File: config.mk
export PLATFORM = sky130hd
export DESIGN_NAME = iar_alu_rotate
export DESIGN_NICKNAME = d
export VERILOG_FILES = /design/src/rtl/iar_pkg.sv /design/src/rtl/iar_alu_rotate.sv
export SDC_FILE = /design/constraint.sdc
export NUM_CORES = 1
export LEC_CHECK = 0
export ABC_AREA = 1
export BUFFER_PORTS_ARGS = -buffer_cell sky130_fd_sc_hd__buf_2
export CAP_MARGIN = 20
export CORE_MARGIN = 2
export CORE_UTILIZATION = 27
export CTS_BUF_LIST = sky130_fd_sc_hd__clkbuf_8
export DETAILED_ROUTE_END_ITERATION = 10
export PLACE_DENSITY_LB_ADDON = 0.15
export SLEW_MARGIN = 20
export SYNTH_ARGS = -nofsm -noshare
export SYNTH_HDL_FRONTEND = slang
export SYNTH_SLANG_ARGS = --single-unit
File: constraint.sdc
create_clock -name clk_sys -period 7.04 [get_ports clk_sys]
set_clock_uncertainty 0.15 [all_clocks]
set_input_delay 2.112 -clock clk_sys [delete_from_list [all_inputs] [get_ports clk_sys]]
set_output_delay 2.112 -clock clk_sys [all_outputs]
set_load 0.02 [all_outputs]
File: src/rtl/iar_pkg.sv
// Constants, types and register map of the immediate ALU and rotate block
package iar_pkg;

   // Opcodes handled by the block
   localparam logic [7:0] OP_SUBTRACT_IMMEDIATE_WITH_BORROW = 8'h1c;
   localparam logic [7:0] OP_AND_IMMEDIATE                  = 8'h24;
   localparam logic [7:0] OP_XOR_IMMEDIATE                  = 8'h2c;
   localparam logic [7:0] OP_OR_IMMEDIATE                   = 8'h34;
   localparam logic [7:0] OP_COMPARE_IMMEDIATE              = 8'h3c;
   localparam logic [7:0] OP_ROTATE_LEFT_CIRCULAR           = 8'h02;
   localparam logic [7:0] OP_ROTATE_RIGHT_CIRCULAR          = 8'h0a;
   localparam logic [7:0] OP_ROTATE_LEFT_THROUGH_CARRY      = 8'h12;
   localparam logic [7:0] OP_ROTATE_RIGHT_THROUGH_CARRY     = 8'h1a;

   // Register byte offsets
   localparam logic [11:0] ADDR_CTRL    = 12'h000;
   localparam logic [11:0] ADDR_OPCODE  = 12'h004;
   localparam logic [11:0] ADDR_OPERAND = 12'h008;
   localparam logic [11:0] ADDR_ACC     = 12'h00c;
   localparam logic [11:0] ADDR_FLAGS   = 12'h010;
   localparam logic [11:0] ADDR_SEQ     = 12'h014;

   // Control and status bit positions
   localparam int CTRL_START_BIT     = 0;
   localparam int CTRL_CLR_DONE_BIT  = 1;
   localparam int CTRL_CLR_ILLEG_BIT = 2;
   localparam int STAT_BUSY_BIT      = 0;
   localparam int STAT_DONE_BIT      = 1;
   localparam int STAT_ILLEG_BIT     = 2;

   // Reset values
   localparam logic [7:0] ACC_RESET     = 8'h00;
   localparam logic [7:0] OPCODE_RESET  = 8'h00;
   localparam logic [7:0] OPERAND_RESET = 8'h00;
   localparam logic [3:0] FLAGS_RESET   = 4'h0;

   // State times per machine cycle
   localparam logic [2:0] FETCH_STATES = 3'd5;
   localparam logic [2:0] READ_STATES  = 3'd3;

   typedef enum logic [1:0]
   {
      SEQ_IDLE  = 2'b00,
      SEQ_FETCH = 2'b01,
      SEQ_READ  = 2'b10
   } iar_seq_t;

   typedef struct packed
   {
      logic parity;
      logic sign;
      logic zero;
      logic carry;
   } iar_flags_t;

   typedef struct packed
   {
      logic [11:0] paddr;
      logic        pwrite;
      logic [31:0] pwdata;
      logic        psel;
      logic        penable;
   } iar_apb_req_t;

   typedef struct packed
   {
      logic [31:0] prdata;
      logic        pready;
      logic        pslverr;
   } iar_apb_rsp_t;

endpackage

File: src/rtl/iar_alu_rotate.sv
// Immediate ALU and accumulator rotate unit with APB register access
//
// Chosen here: the APB slave port and the placing of the registers.
`timescale 1ns/1ps

module iar_alu_rotate
(
   input  wire logic                clk_sys,
   input  wire logic                reset,
   input  wire iar_pkg::iar_apb_req_t apb_req,
   output iar_pkg::iar_apb_rsp_t    apb_rsp,
   output logic [7:0]               acc_out,
   output iar_pkg::iar_flags_t      flags_out,
   output logic                     busy_out,
   output logic                     done_out
);
   import iar_pkg::*;

   // Flag evaluation from an 8-bit result and a carry
   function automatic iar_flags_t calc_flags
   (
      input logic [7:0] res,
      input logic       cy
   );
      iar_flags_t f;
      f.carry  = cy;
      f.zero   = (res == 8'h00);
      f.sign   = res[7];
      f.parity = ~^res;
      return f;
   endfunction

   // Borrowing 8-bit subtraction
   function automatic logic [8:0] sub_borrow
   (
      input logic [7:0] lhs,
      input logic [7:0] rhs,
      input logic       bin
   );
      return {1'b0, lhs} - {1'b0, rhs} - {8'h00, bin};
   endfunction

   // Registers
   logic [7:0]  acc_ff;
   logic [7:0]  opcode_ff;
   logic [7:0]  operand_ff;
   iar_flags_t  flags_ff;
   iar_seq_t    seq_ff;
   logic [2:0]  cnt_ff;
   logic        done_ff;
   logic        illeg_ff;
   logic        pulse_ff;
   logic        busy_ff;
   logic [31:0] prdata_ff;
   logic        pready_ff;
   logic        pslverr_ff;

   // Next values
   logic [7:0]  nxt_acc;
   logic [7:0]  nxt_opcode;
   logic [7:0]  nxt_operand;
   iar_flags_t  nxt_flags;
   iar_seq_t    nxt_seq;
   logic [2:0]  nxt_cnt;
   logic        nxt_done;
   logic        nxt_illeg;
   logic [31:0] nxt_prdata;
   logic        nxt_pready;
   logic        nxt_pslverr;

   // Bus decode
   wire acc_phase = apb_req.psel & apb_req.penable;
   wire take      = acc_phase & pready_ff;
   wire wr_take   = take & apb_req.pwrite;
   wire hit_ctrl  = (apb_req.paddr == ADDR_CTRL);
   wire hit_opc   = (apb_req.paddr == ADDR_OPCODE);
   wire hit_opr   = (apb_req.paddr == ADDR_OPERAND);
   wire hit_acc   = (apb_req.paddr == ADDR_ACC);
   wire hit_flg   = (apb_req.paddr == ADDR_FLAGS);
   wire hit_seq   = (apb_req.paddr == ADDR_SEQ);
   wire mapped    = hit_ctrl | hit_opc | hit_opr | hit_acc | hit_flg | hit_seq;
   wire busy      = (seq_ff != SEQ_IDLE);
   wire wr_ctrl   = wr_take & hit_ctrl;

   // Opcode decode
   wire is_sbi = (opcode_ff == OP_SUBTRACT_IMMEDIATE_WITH_BORROW);
   wire is_and = (opcode_ff == OP_AND_IMMEDIATE);
   wire is_xor = (opcode_ff == OP_XOR_IMMEDIATE);
   wire is_or  = (opcode_ff == OP_OR_IMMEDIATE);
   wire is_cmp = (opcode_ff == OP_COMPARE_IMMEDIATE);
   wire is_rlc = (opcode_ff == OP_ROTATE_LEFT_CIRCULAR);
   wire is_rrc = (opcode_ff == OP_ROTATE_RIGHT_CIRCULAR);
   wire is_ral = (opcode_ff == OP_ROTATE_LEFT_THROUGH_CARRY);
   wire is_rar = (opcode_ff == OP_ROTATE_RIGHT_THROUGH_CARRY);
   wire is_imm = is_sbi | is_and | is_xor | is_or | is_cmp;
   wire is_rot = is_rlc | is_rrc | is_ral | is_rar;

   // Start request and illegal opcode
   wire start_req = wr_ctrl & apb_req.pwdata[CTRL_START_BIT] & ~busy;
   wire start     = start_req & (is_imm | is_rot);
   wire illeg_set = start_req & ~(is_imm | is_rot);

   // Sequencer milestones
   // Fetch then read, eight states; rotates end after the five fetch states
   wire fetch_last = (seq_ff == SEQ_FETCH) & (cnt_ff == FETCH_STATES - 3'd1);
   wire read_last  = (seq_ff == SEQ_READ) & (cnt_ff == READ_STATES - 3'd1);
   wire exec_now   = (fetch_last & is_rot) | read_last;

   wire [8:0] diff_sbi = sub_borrow(acc_ff, operand_ff, flags_ff.carry);
   wire [8:0] diff_cmp = sub_borrow(acc_ff, operand_ff, 1'b0);

   wire [7:0] res_and = acc_ff & operand_ff;
   wire [7:0] res_xor = acc_ff ^ operand_ff;
   wire [7:0] res_or  = acc_ff | operand_ff;

   wire [7:0] res_rlc = {acc_ff[6:0], acc_ff[7]};
   wire [7:0] res_rrc = {acc_ff[0], acc_ff[7:1]};
   wire [7:0] res_ral = {acc_ff[6:0], flags_ff.carry};
   wire [7:0] res_rar = {flags_ff.carry, acc_ff[7:1]};
   wire       rot_cy  = (is_rlc | is_ral) ? acc_ff[7] : acc_ff[0];
   wire [7:0] res_rot = is_rlc ? res_rlc :
                        is_rrc ? res_rrc :
                        is_ral ? res_ral : res_rar;

   wire [7:0] exec_acc = is_sbi ? diff_sbi[7:0] :
                         is_and ? res_and :
                         is_xor ? res_xor :
                         is_or  ? res_or :
                         is_cmp ? acc_ff : res_rot;

   wire [7:0] flag_res = is_sbi ? diff_sbi[7:0] :
                         is_cmp ? diff_cmp[7:0] : exec_acc;
   wire       flag_cy  = is_sbi ? diff_sbi[8] :
                         is_cmp ? diff_cmp[8] : 1'b0;
   wire iar_flags_t alu_flags = calc_flags(flag_res, flag_cy);
   wire iar_flags_t rot_flags = '{parity: flags_ff.parity, sign: flags_ff.sign,
                                  zero: flags_ff.zero, carry: rot_cy};
   wire iar_flags_t exec_flags = is_rot ? rot_flags : alu_flags;

   // Register updates; sequencer owns state while busy
   // Four condition flags held
   assign nxt_acc     = exec_now ? exec_acc :
                        (wr_take & hit_acc & ~busy) ? apb_req.pwdata[7:0] : acc_ff;
   assign nxt_flags   = exec_now ? exec_flags :
                        (wr_take & hit_flg & ~busy) ? iar_flags_t'(apb_req.pwdata[3:0]) :
                        flags_ff;
   assign nxt_opcode  = (wr_take & hit_opc & ~busy) ? apb_req.pwdata[7:0] : opcode_ff;
   // Operand byte never written by execution
   assign nxt_operand = (wr_take & hit_opr & ~busy) ? apb_req.pwdata[7:0] : operand_ff;

   // Sticky status, set wins over clear
   assign nxt_done  = exec_now | (done_ff & ~(wr_ctrl & apb_req.pwdata[CTRL_CLR_DONE_BIT]));
   assign nxt_illeg = illeg_set | (illeg_ff & ~(wr_ctrl & apb_req.pwdata[CTRL_CLR_ILLEG_BIT]));

   // State time counter
   assign nxt_cnt = (start | fetch_last | read_last) ? 3'd0 :
                    busy ? cnt_ff + 3'd1 : cnt_ff;

   // Machine cycle sequencer
   always_comb
   begin
      nxt_seq = seq_ff;
      unique case (seq_ff)
         SEQ_IDLE:
         begin
            if (start)
               nxt_seq = SEQ_FETCH;
         end
         SEQ_FETCH:
         begin
            if (fetch_last)
               nxt_seq = is_rot ? SEQ_IDLE : SEQ_READ;
         end
         SEQ_READ:
         begin
            if (read_last)
               nxt_seq = SEQ_IDLE;
         end
         default:
         begin
            nxt_seq = SEQ_IDLE;
         end
      endcase
   end

   // Read data mux
   wire [31:0] rd_ctrl = {29'h0000000, illeg_ff, done_ff, busy};
   wire [31:0] rd_data = hit_ctrl ? rd_ctrl :
                         hit_opc  ? {24'h000000, opcode_ff} :
                         hit_opr  ? {24'h000000, operand_ff} :
                         hit_acc  ? {24'h000000, acc_ff} :
                         hit_flg  ? {28'h0000000, flags_ff} :
                         hit_seq  ? {27'h0000000, seq_ff, cnt_ff} : 32'h00000000;

   // One wait state on every access
   assign nxt_pready  = acc_phase & ~pready_ff;
   assign nxt_prdata  = (acc_phase & ~pready_ff & ~apb_req.pwrite) ? rd_data : 32'h00000000;
   assign nxt_pslverr = acc_phase & ~pready_ff & ~mapped;

   // Datapath state
   always_ff @(posedge clk_sys or posedge reset)
   begin
      if (reset)
      begin
         acc_ff     <= ACC_RESET;
         flags_ff   <= iar_flags_t'(FLAGS_RESET);
         opcode_ff  <= OPCODE_RESET;
         operand_ff <= OPERAND_RESET;
      end
      else
      begin
         acc_ff     <= nxt_acc;
         flags_ff   <= nxt_flags;
         opcode_ff  <= nxt_opcode;
         operand_ff <= nxt_operand;
      end
   end

   // Sequencer and status
   always_ff @(posedge clk_sys or posedge reset)
   begin
      if (reset)
      begin
         seq_ff   <= SEQ_IDLE;
         cnt_ff   <= 3'd0;
         done_ff  <= 1'b0;
         illeg_ff <= 1'b0;
         pulse_ff <= 1'b0;
         busy_ff  <= 1'b0;
      end
      else
      begin
         seq_ff   <= nxt_seq;
         cnt_ff   <= nxt_cnt;
         done_ff  <= nxt_done;
         illeg_ff <= nxt_illeg;
         pulse_ff <= exec_now;
         busy_ff  <= (nxt_seq != SEQ_IDLE);
      end
   end

   // Bus response
   always_ff @(posedge clk_sys or posedge reset)
   begin
      if (reset)
      begin
         prdata_ff  <= 32'h00000000;
         pready_ff  <= 1'b0;
         pslverr_ff <= 1'b0;
      end
      else
      begin
         prdata_ff  <= nxt_prdata;
         pready_ff  <= nxt_pready;
         pslverr_ff <= nxt_pslverr;
      end
   end

   // Outputs
   assign apb_rsp.prdata  = prdata_ff;
   assign apb_rsp.pready  = pready_ff;
   assign apb_rsp.pslverr = pslverr_ff;
   assign acc_out         = acc_ff;
   assign flags_out       = flags_ff;
   assign busy_out        = busy_ff;
   assign done_out        = pulse_ff;

endmodule

---- After elaboration in Yosys (flattened, before gate mapping) ----
Index checks and enable logic that the tools add are counted.
word-level totals
  register bits ........................... 47
  output and inout port bits .............. 48
  word-level logic and storage cells ...... 135
cells by class
  $add $sub $neg .......................... 3
  equal/unequal tests ..................... 19
  muxes and demuxes ....................... 32
  bitwise operators ....................... 55
  reduce and logical (&&, ||, !) cells .... 10
operator list
  operator                                                           number
  8-bit two-way mux                                                  17
  8-bit by 6-bit == test with 1-bit output (second input constant)   4
  1-bit bitwise AND                                                  26
  12-bit by 4-bit == test with 1-bit output (second input constant)  2
  12-bit by 5-bit == test with 1-bit output (second input constant)  2
  8-bit by 5-bit == test with 1-bit output (second input constant)   3
  1-bit bitwise OR                                                   19
  12-bit by 3-bit == test with 1-bit output (second input constant)  1
  12-bit logical NOT                                                 1
  4-bit two-way mux                                                  3
  5-bit two-way mux                                                  2
  2-bit nonzero test                                                 5
  8-bit by 8-bit subtractor with 9-bit output                        1
  9-bit by 1-bit subtractor with 9-bit output                        1
  8-bit bitwise AND                                                  1
  8-bit by 2-bit == test with 1-bit output (second input constant)   1
  8-bit by 4-bit == test with 1-bit output (second input constant)   1
  8-bit logical NOT                                                  1
  2-bit two-way mux                                                  4
  8-bit bitwise OR                                                   1
  8-bit XNOR reduction                                               1
  8-bit bitwise XOR                                                  1
  1-bit inverter                                                     7
  3-bit two-way mux                                                  2
  other kinds (10)                                                   12

---- Logic depth before layout (Yosys ltp) ----
  word-level depth ........................ 14
  gate-level depth with buffers ........... 24
  gate-level depth less buffers ........... 24

---- Least setup slack after synthesis ----
No wires, ideal clock.
  path kind ............................... in2reg
  start ................................... input port apb_req[44] in the netlist's numbering
  end ..................................... register operand_ff[1]
  data arrival time ....................... 3330 ps
  required time ........................... 6772 ps
  setup slack ............................. 3443 ps
  stages .................................. 12
  path buffers ............................ 0
  cells stage by stage .................... nor2_1 nand2_1 inv_2 nand3_2 nor2_4 inv_2 nor4_4 inv_2 nor2_8 inv_4 a21oi_1 inv_1
between the ends
  cells in the longest elaborated chain, start to end .. 3
ends and longest elaborated chain
  item                                       RTL line               RTL
  from (decl)                                iar_alu_rotate.sv:10   input wire iar_pkg::iar_apb_req_t apb_req,
  12-bit by 4-bit == test with 1-bit output  iar_alu_rotate.sv:77   wire hit_opr = (apb_req.paddr == ADDR_OPERAND);
  1-bit bitwise AND (2 in a row)             iar_alu_rotate.sv:149  assign nxt_operand = (wr_take & hit_opr & ~busy) ? apb_req.pwdata[7:0] : operand_ff;
  to (signal assigned)                       iar_alu_rotate.sv:215  operand_ff <= nxt_operand;
  to (decl)                                  iar_alu_rotate.sv:46   logic [7:0] operand_ff;
No other way between the ends.
A chain may end at the register's enable or synchronous reset.

---- Worst setup path after layout ----
  start ................................... register acc_ff[0], in the netlist acc_out[0]
  end ..................................... register flags_ff (netlist bit flags_out[3])
between the ends
  cells in the longest elaborated chain, start to end .. 13
  elaborated cells between the ends (all ways) .. 18
  those cells by class .................... add/sub: 2; mux: 12; bitwise: 3; reduce/logical: 1
ends and longest elaborated chain
  item                                                                                                 RTL line               RTL
  from (decl)                                                                                          iar_alu_rotate.sv:44   logic [7:0] acc_ff;
  from (signal assigned)                                                                               iar_alu_rotate.sv:212  acc_ff <= nxt_acc;
  parallel branches: the longest is 9 deep, another holds 8-bit by 8-bit subtractor with 9-bit output  --
  8-bit two-way mux *                                                                                  iar_alu_rotate.sv:131  wire [7:0] flag_res = is_sbi ? diff_sbi[7:0] :
  8-bit XNOR reduction *                                                                               iar_alu_rotate.sv:29   f.parity = ~^res;
  4-bit two-way mux *                                                                                  iar_alu_rotate.sv:138  wire iar_flags_t exec_flags = is_rot ? rot_flags : alu_flags;
  4-bit two-way mux *                                                                                  iar_alu_rotate.sv:144  assign nxt_flags = exec_now ? exec_flags :
  to (signal assigned)                                                                                 iar_alu_rotate.sv:206  flags_ff <= iar_flags_t'(FLAGS_RESET);
  to (signal assigned)                                                                                 iar_alu_rotate.sv:213  flags_ff <= nxt_flags;
  to (decl)                                                                                            iar_alu_rotate.sv:47   iar_flags_t flags_ff;
Mark *: on every way between the ends. The select of a mux whose other input is x is not followed.

==> results_tabular.tex <==
\begin{tabular}{lr}
\hline
Metric & Value \\
\hline
\multicolumn{2}{l}{\textbf{Outcome}} \\
\quad Run status & completed \\
\multicolumn{2}{l}{\textbf{Floorplanning}} \\
\quad IO Count & 97 \\
\quad Die ar. & 16700 um2 \\
\quad Die boundary height & 129 um \\
\quad Initial core utilization & 27.7\% \\
\quad Die extent in x & roughly 130 um \\
\quad Core ar. & approximately 15000 um2 \\
\quad Row Count & 45 \\
\multicolumn{2}{l}{\textbf{Worst setup path}} \\
\quad Worst Path Required & 7.08 ns \\
\quad Delay of the slowest cell on the worst path & between 0.5 and 0.6 ns \\
\quad Setup crit start kind & flip-flop \\
\quad CP arrival & around 3.8 ns \\
\quad Setup CP Type & reg2reg \\
\quad Worst-path fanout max & 6 \\
\quad Cell chain of the critical path & inv\_1, ha\_1, fa\_1, inv\_1, nor2\_1, nand3\_1, nor2\_1, nand2\_1, o21ai\_1, nand3\_1, nand2\_1, inv\_1, ha\_1, xor2\_1, xnor2\_1, o22ai\_1, nand2\_1, o21ai\_0 \\
\quad Register-to-Register Setup Slack & 3.27 ns \\
\quad CP max stage cell & sky130\_fd\_sc\_hd\_\_fa\_1 \\
\quad Critical Path End Type & flip-flop \\
\multicolumn{2}{l}{\textbf{Global routing}} \\
\quad Pin count of the biggest net entering global routing & 48 \\
\quad Number of global-route vias before repair & 3695 \\
\quad All-Layer GR Usage & 15.9\% \\
\quad Wire length of the first global-routing pass & 20.3 mm \\
\quad Total grt overflow & 0 \\
\quad Number of antenna violations at the first check in global routing & 0 \\
\multicolumn{2}{l}{\textbf{Yosys}} \\
\quad Commonest register cell after synthesis & sky130\_fd\_sc\_hd\_\_dfrtp\_1 \\
\quad Count of state elements after synthesis & 47 \\
\quad EDFF count, synth & 0 \\
\quad Async set-or-reset flop fraction in the synthesized netlist & 100\% \\
\quad Number of different library cells in the post-synthesis netlist & 48 \\
\quad Average footprint of a synthesized cell & a little over 7 um2 \\
\quad Total standard cell area after synthesis & 4230 um2 \\
\quad Number of warnings issued by yosys & 0 \\
\quad Gate count of the mapped netlist & between 500 and 600 \\
\quad Share of the yosys chip area belonging to registers & 27.8\% \\
\multicolumn{2}{l}{\textbf{Layout}} \\
\quad Antenna diode count & 0 \\
\quad Commonest non-fill, non-tap cells in the layout & sky130\_fd\_sc\_hd\_\_nand2\_1 (92), sky130\_fd\_sc\_hd\_\_inv\_1 (89), sky130\_fd\_sc\_hd\_\_nor2\_1 (59) \\
\quad Share of cells above drive strength 1 & 16.7\% \\
\quad Area growth from synthesis to layout & 10.4\% \\
\quad \# nets final & approximately 700 \\
\quad Most common cell after layout, fill and taps aside & sky130\_fd\_sc\_hd\_\_nand2\_1 \\
\multicolumn{2}{l}{\textbf{Clocking}} \\
\quad Skew-Pair Late Insertion Delay & 0.31 ns \\
\quad Clock-pin slew on the worst setup and hold paths & 0.08 ns \\
\quad Maximum number of buffers from clock root to sink & 2 \\
\quad Count of hold buffers inserted by post-cts repair & 0 \\
\quad Clock tree from TritonCTS & done \\
\quad Number of setup buffers added after CTS & 0 \\
\quad Number of gates given a new drive strength after cts & 0 \\
\quad TritonCTS sink count & between 40 and 50 \\
\quad CTS buffer count & 5 \\
\quad CTS Root Cell & sky130\_fd\_sc\_hd\_\_clkbuf\_8 \\
\quad Clock H-tree levels & 2 \\
\multicolumn{2}{l}{\textbf{Placement}} \\
\quad Global placement routability congestion & 0.853 \\
\quad Buffers on Ports & 48 \\
\quad DP Wirelength & 10.5 mm \\
\multicolumn{2}{l}{\textbf{Route}} \\
\quad Mean number of vias per cell & 4.65 \\
\quad Number of design rule violations left after detail routing & 0 \\
\quad Antenna-violating nets left & 0 \\
\quad Average wire length per cell after detail routing & between 15 and 20 um \\
\quad Count of vias placed by the detailed router & roughly 3900 \\
\quad First-pass iteration count of the detailed router & 5 \\
\quad Number of violations reported at the end of detailed-routing iteration 0 & 254 \\
\quad Detailed-route wire length & approximately 13 mm \\
\multicolumn{2}{l}{\textbf{Power and ir drop}} \\
\quad Fraction of power consumed by combinational cells & 8.3\% \\
\quad Pwr Density & 103 nW/um2 \\
\quad Clk network pwr share & 35.4\% \\
\quad Switching power as a share of total power & 26.0\% \\
\quad P\_sw & 125 uW \\
\quad Peak supply drop & 0.0581 mV \\
\quad Internal power & 356 uW \\
\quad Leakage component of the power & roughly 2.4 nW \\
\quad Relative contribution of sequential cells to total power & 56.3\% \\
\multicolumn{2}{l}{\textbf{Timing}} \\
\quad Final count of pins violating max slew & 0 \\
\quad Worst hold-check slack & between 0.3 and 0.4 ns \\
\quad Unrepaired setup endpoints after global routing & false \\
\quad Setup Viol. Count Final & 0 \\
\quad Min Clock Period, post-route & 3.77 ns \\
\quad Fmax & $\sim$260 MHz \\
\quad Final period utilization & 53.6\% \\
\quad Actual transition at the worst max-transition pin & 0.906 ns \\
\quad Final hold violation count & 0 \\
\quad Slew headroom & 39.6\% \\
\quad TNS Setup & 0 ns \\
\multicolumn{2}{l}{\textbf{Min path}} \\
\quad Path type of the worst min-delay path & reg2reg \\
\multicolumn{2}{l}{\textbf{Job}} \\
\quad Max-cap violations & 0 \\
\hline
\end{tabular}
## worst paths after layout
kind                                        endpoint  cells past startpoint                    from
setup / recovery            flags_out[3]$_DFFE_PP0P_                     18  acc_out[0]$_DFFE_PP0P_
hold reg to reg                  pready_ff$_DFF_PP0_                      1     pready_ff$_DFF_PP0_
max in group asynchronous        pready_ff$_DFF_PP0_                      2                   reset
hold / removal                   pready_ff$_DFF_PP0_                      1     pready_ff$_DFF_PP0_
min in group asynchronous  operand_ff[6]$_DFFE_PP0P_                      2                   reset
setup reg to reg            flags_out[3]$_DFFE_PP0P_                     18  acc_out[0]$_DFFE_PP0P_
## metrics by stage
step                      instances  power [mW]  cell area [um2]  setup slack [ns]  util [%]
after detailed placement        839       0.317             4580              2.97      30.0
after CTS                       846       0.491             4660              3.26      30.6
after global routing            846       0.507             4670              2.91      30.6
final                           846       0.481             4670              3.27      30.6
after global placement          839       0.316             4580              2.97      30.0
after floorplan                 613       0.312             4310              3.44         -
## Yosys cell counts, drive strengths merged, types with 8 or more instances
| cell | number | area share [%] |
|---|---|---|
| nand2 | 99 | 9.4 |
| o211ai | 8 | 1.7 |
| ha | 33 | 9.8 |
| a21oi | 39 | 4.7 |
| o21ai | 53 | 6.4 |
| o22ai | 8 | 1.2 |
| buf | 33 | 5.7 |
| dfrtp | 47 | 28 |
| inv | 106 | 9.5 |
| nand4 | 12 | 1.9 |
| nor2 | 73 | 8.9 |
| nand3 | 40 | 5.0 |
## kinds of logic (layout without fill, tap and decap cells)
group	count (synthesis)	after routing	share of synthesized area [%]
AOI/OAI and AO/OA	126	126	17.4
xor gates and xnor gates	7	7	1.45
adders and majority gates	34	34	10.2
buffers and inverters	140	162	15.4
DFF	47	47	27.8
muxes	3	3	0.710
other	1	24	0.0887
and+or+nand+nor	232	232	27.0
## power groups by stage
stage / Clock (mW) / Combinational [mW] / Sequential [mW]
after floorplan: 0 / 0.0363 / 0.276
after global placement: 0 / 0.0401 / 0.276
after detailed placement: 0 / 0.0404 / 0.276
after CTS: 0.180 / 0.0404 / 0.271
after global routing: 0.191 / 0.0445 / 0.271
final: 0.170 / 0.0399 / 0.271
## area by class of cell
type	instances	area, um2
clock buffer	6	82.6
clock inverter	1	5.00
fill	1668	10600
inverter	107	409
multi-input combinational	426	2490
sequential	47	1180
tap	211	264
timing repair buffer	48	240
## flip-flops by register name, summed over array words and instances (netlist names)
| name | count |
|---|---|
| prdata_ff | 8 |
| flags_out | 4 |
| done_ff | 1 |
| done_out | 1 |
| pready_ff | 1 |
| seq_ff | 2 |
| operand_ff | 8 |
| opcode_ff | 8 |
| busy_out | 1 |
| illeg_ff | 1 |
| pslverr_ff | 1 |
| cnt_ff | 3 |
| acc_out | 8 |
## layer usage
| metal | vias to the layer above | GRT usage, % | wire [um] |
|---|---|---|---|
| li1 | 1970 | - | - |
| met1 | 1836 | 22.7 | 6360 |
| met2 | 113 | 25.4 | 6010 |
| met3 | 16 | 2.19 | 603 |
| met4 | 0 | 3.52 | 191 |
| met5 | - | 0 | 0 |
## critical path: cells and delay by family (launching register included)
kind                       cells  cell delay, ns
and+or+nand+nor                7            0.96
adders and majority gates      3            1.13
xor gates and xnor gates       2            0.31
AOI/OAI and AO/OA              3            0.32
DFF                            1            0.48
buffers and inverters          3            0.29
No activity file was read; power rests on OpenSTA's default activity.
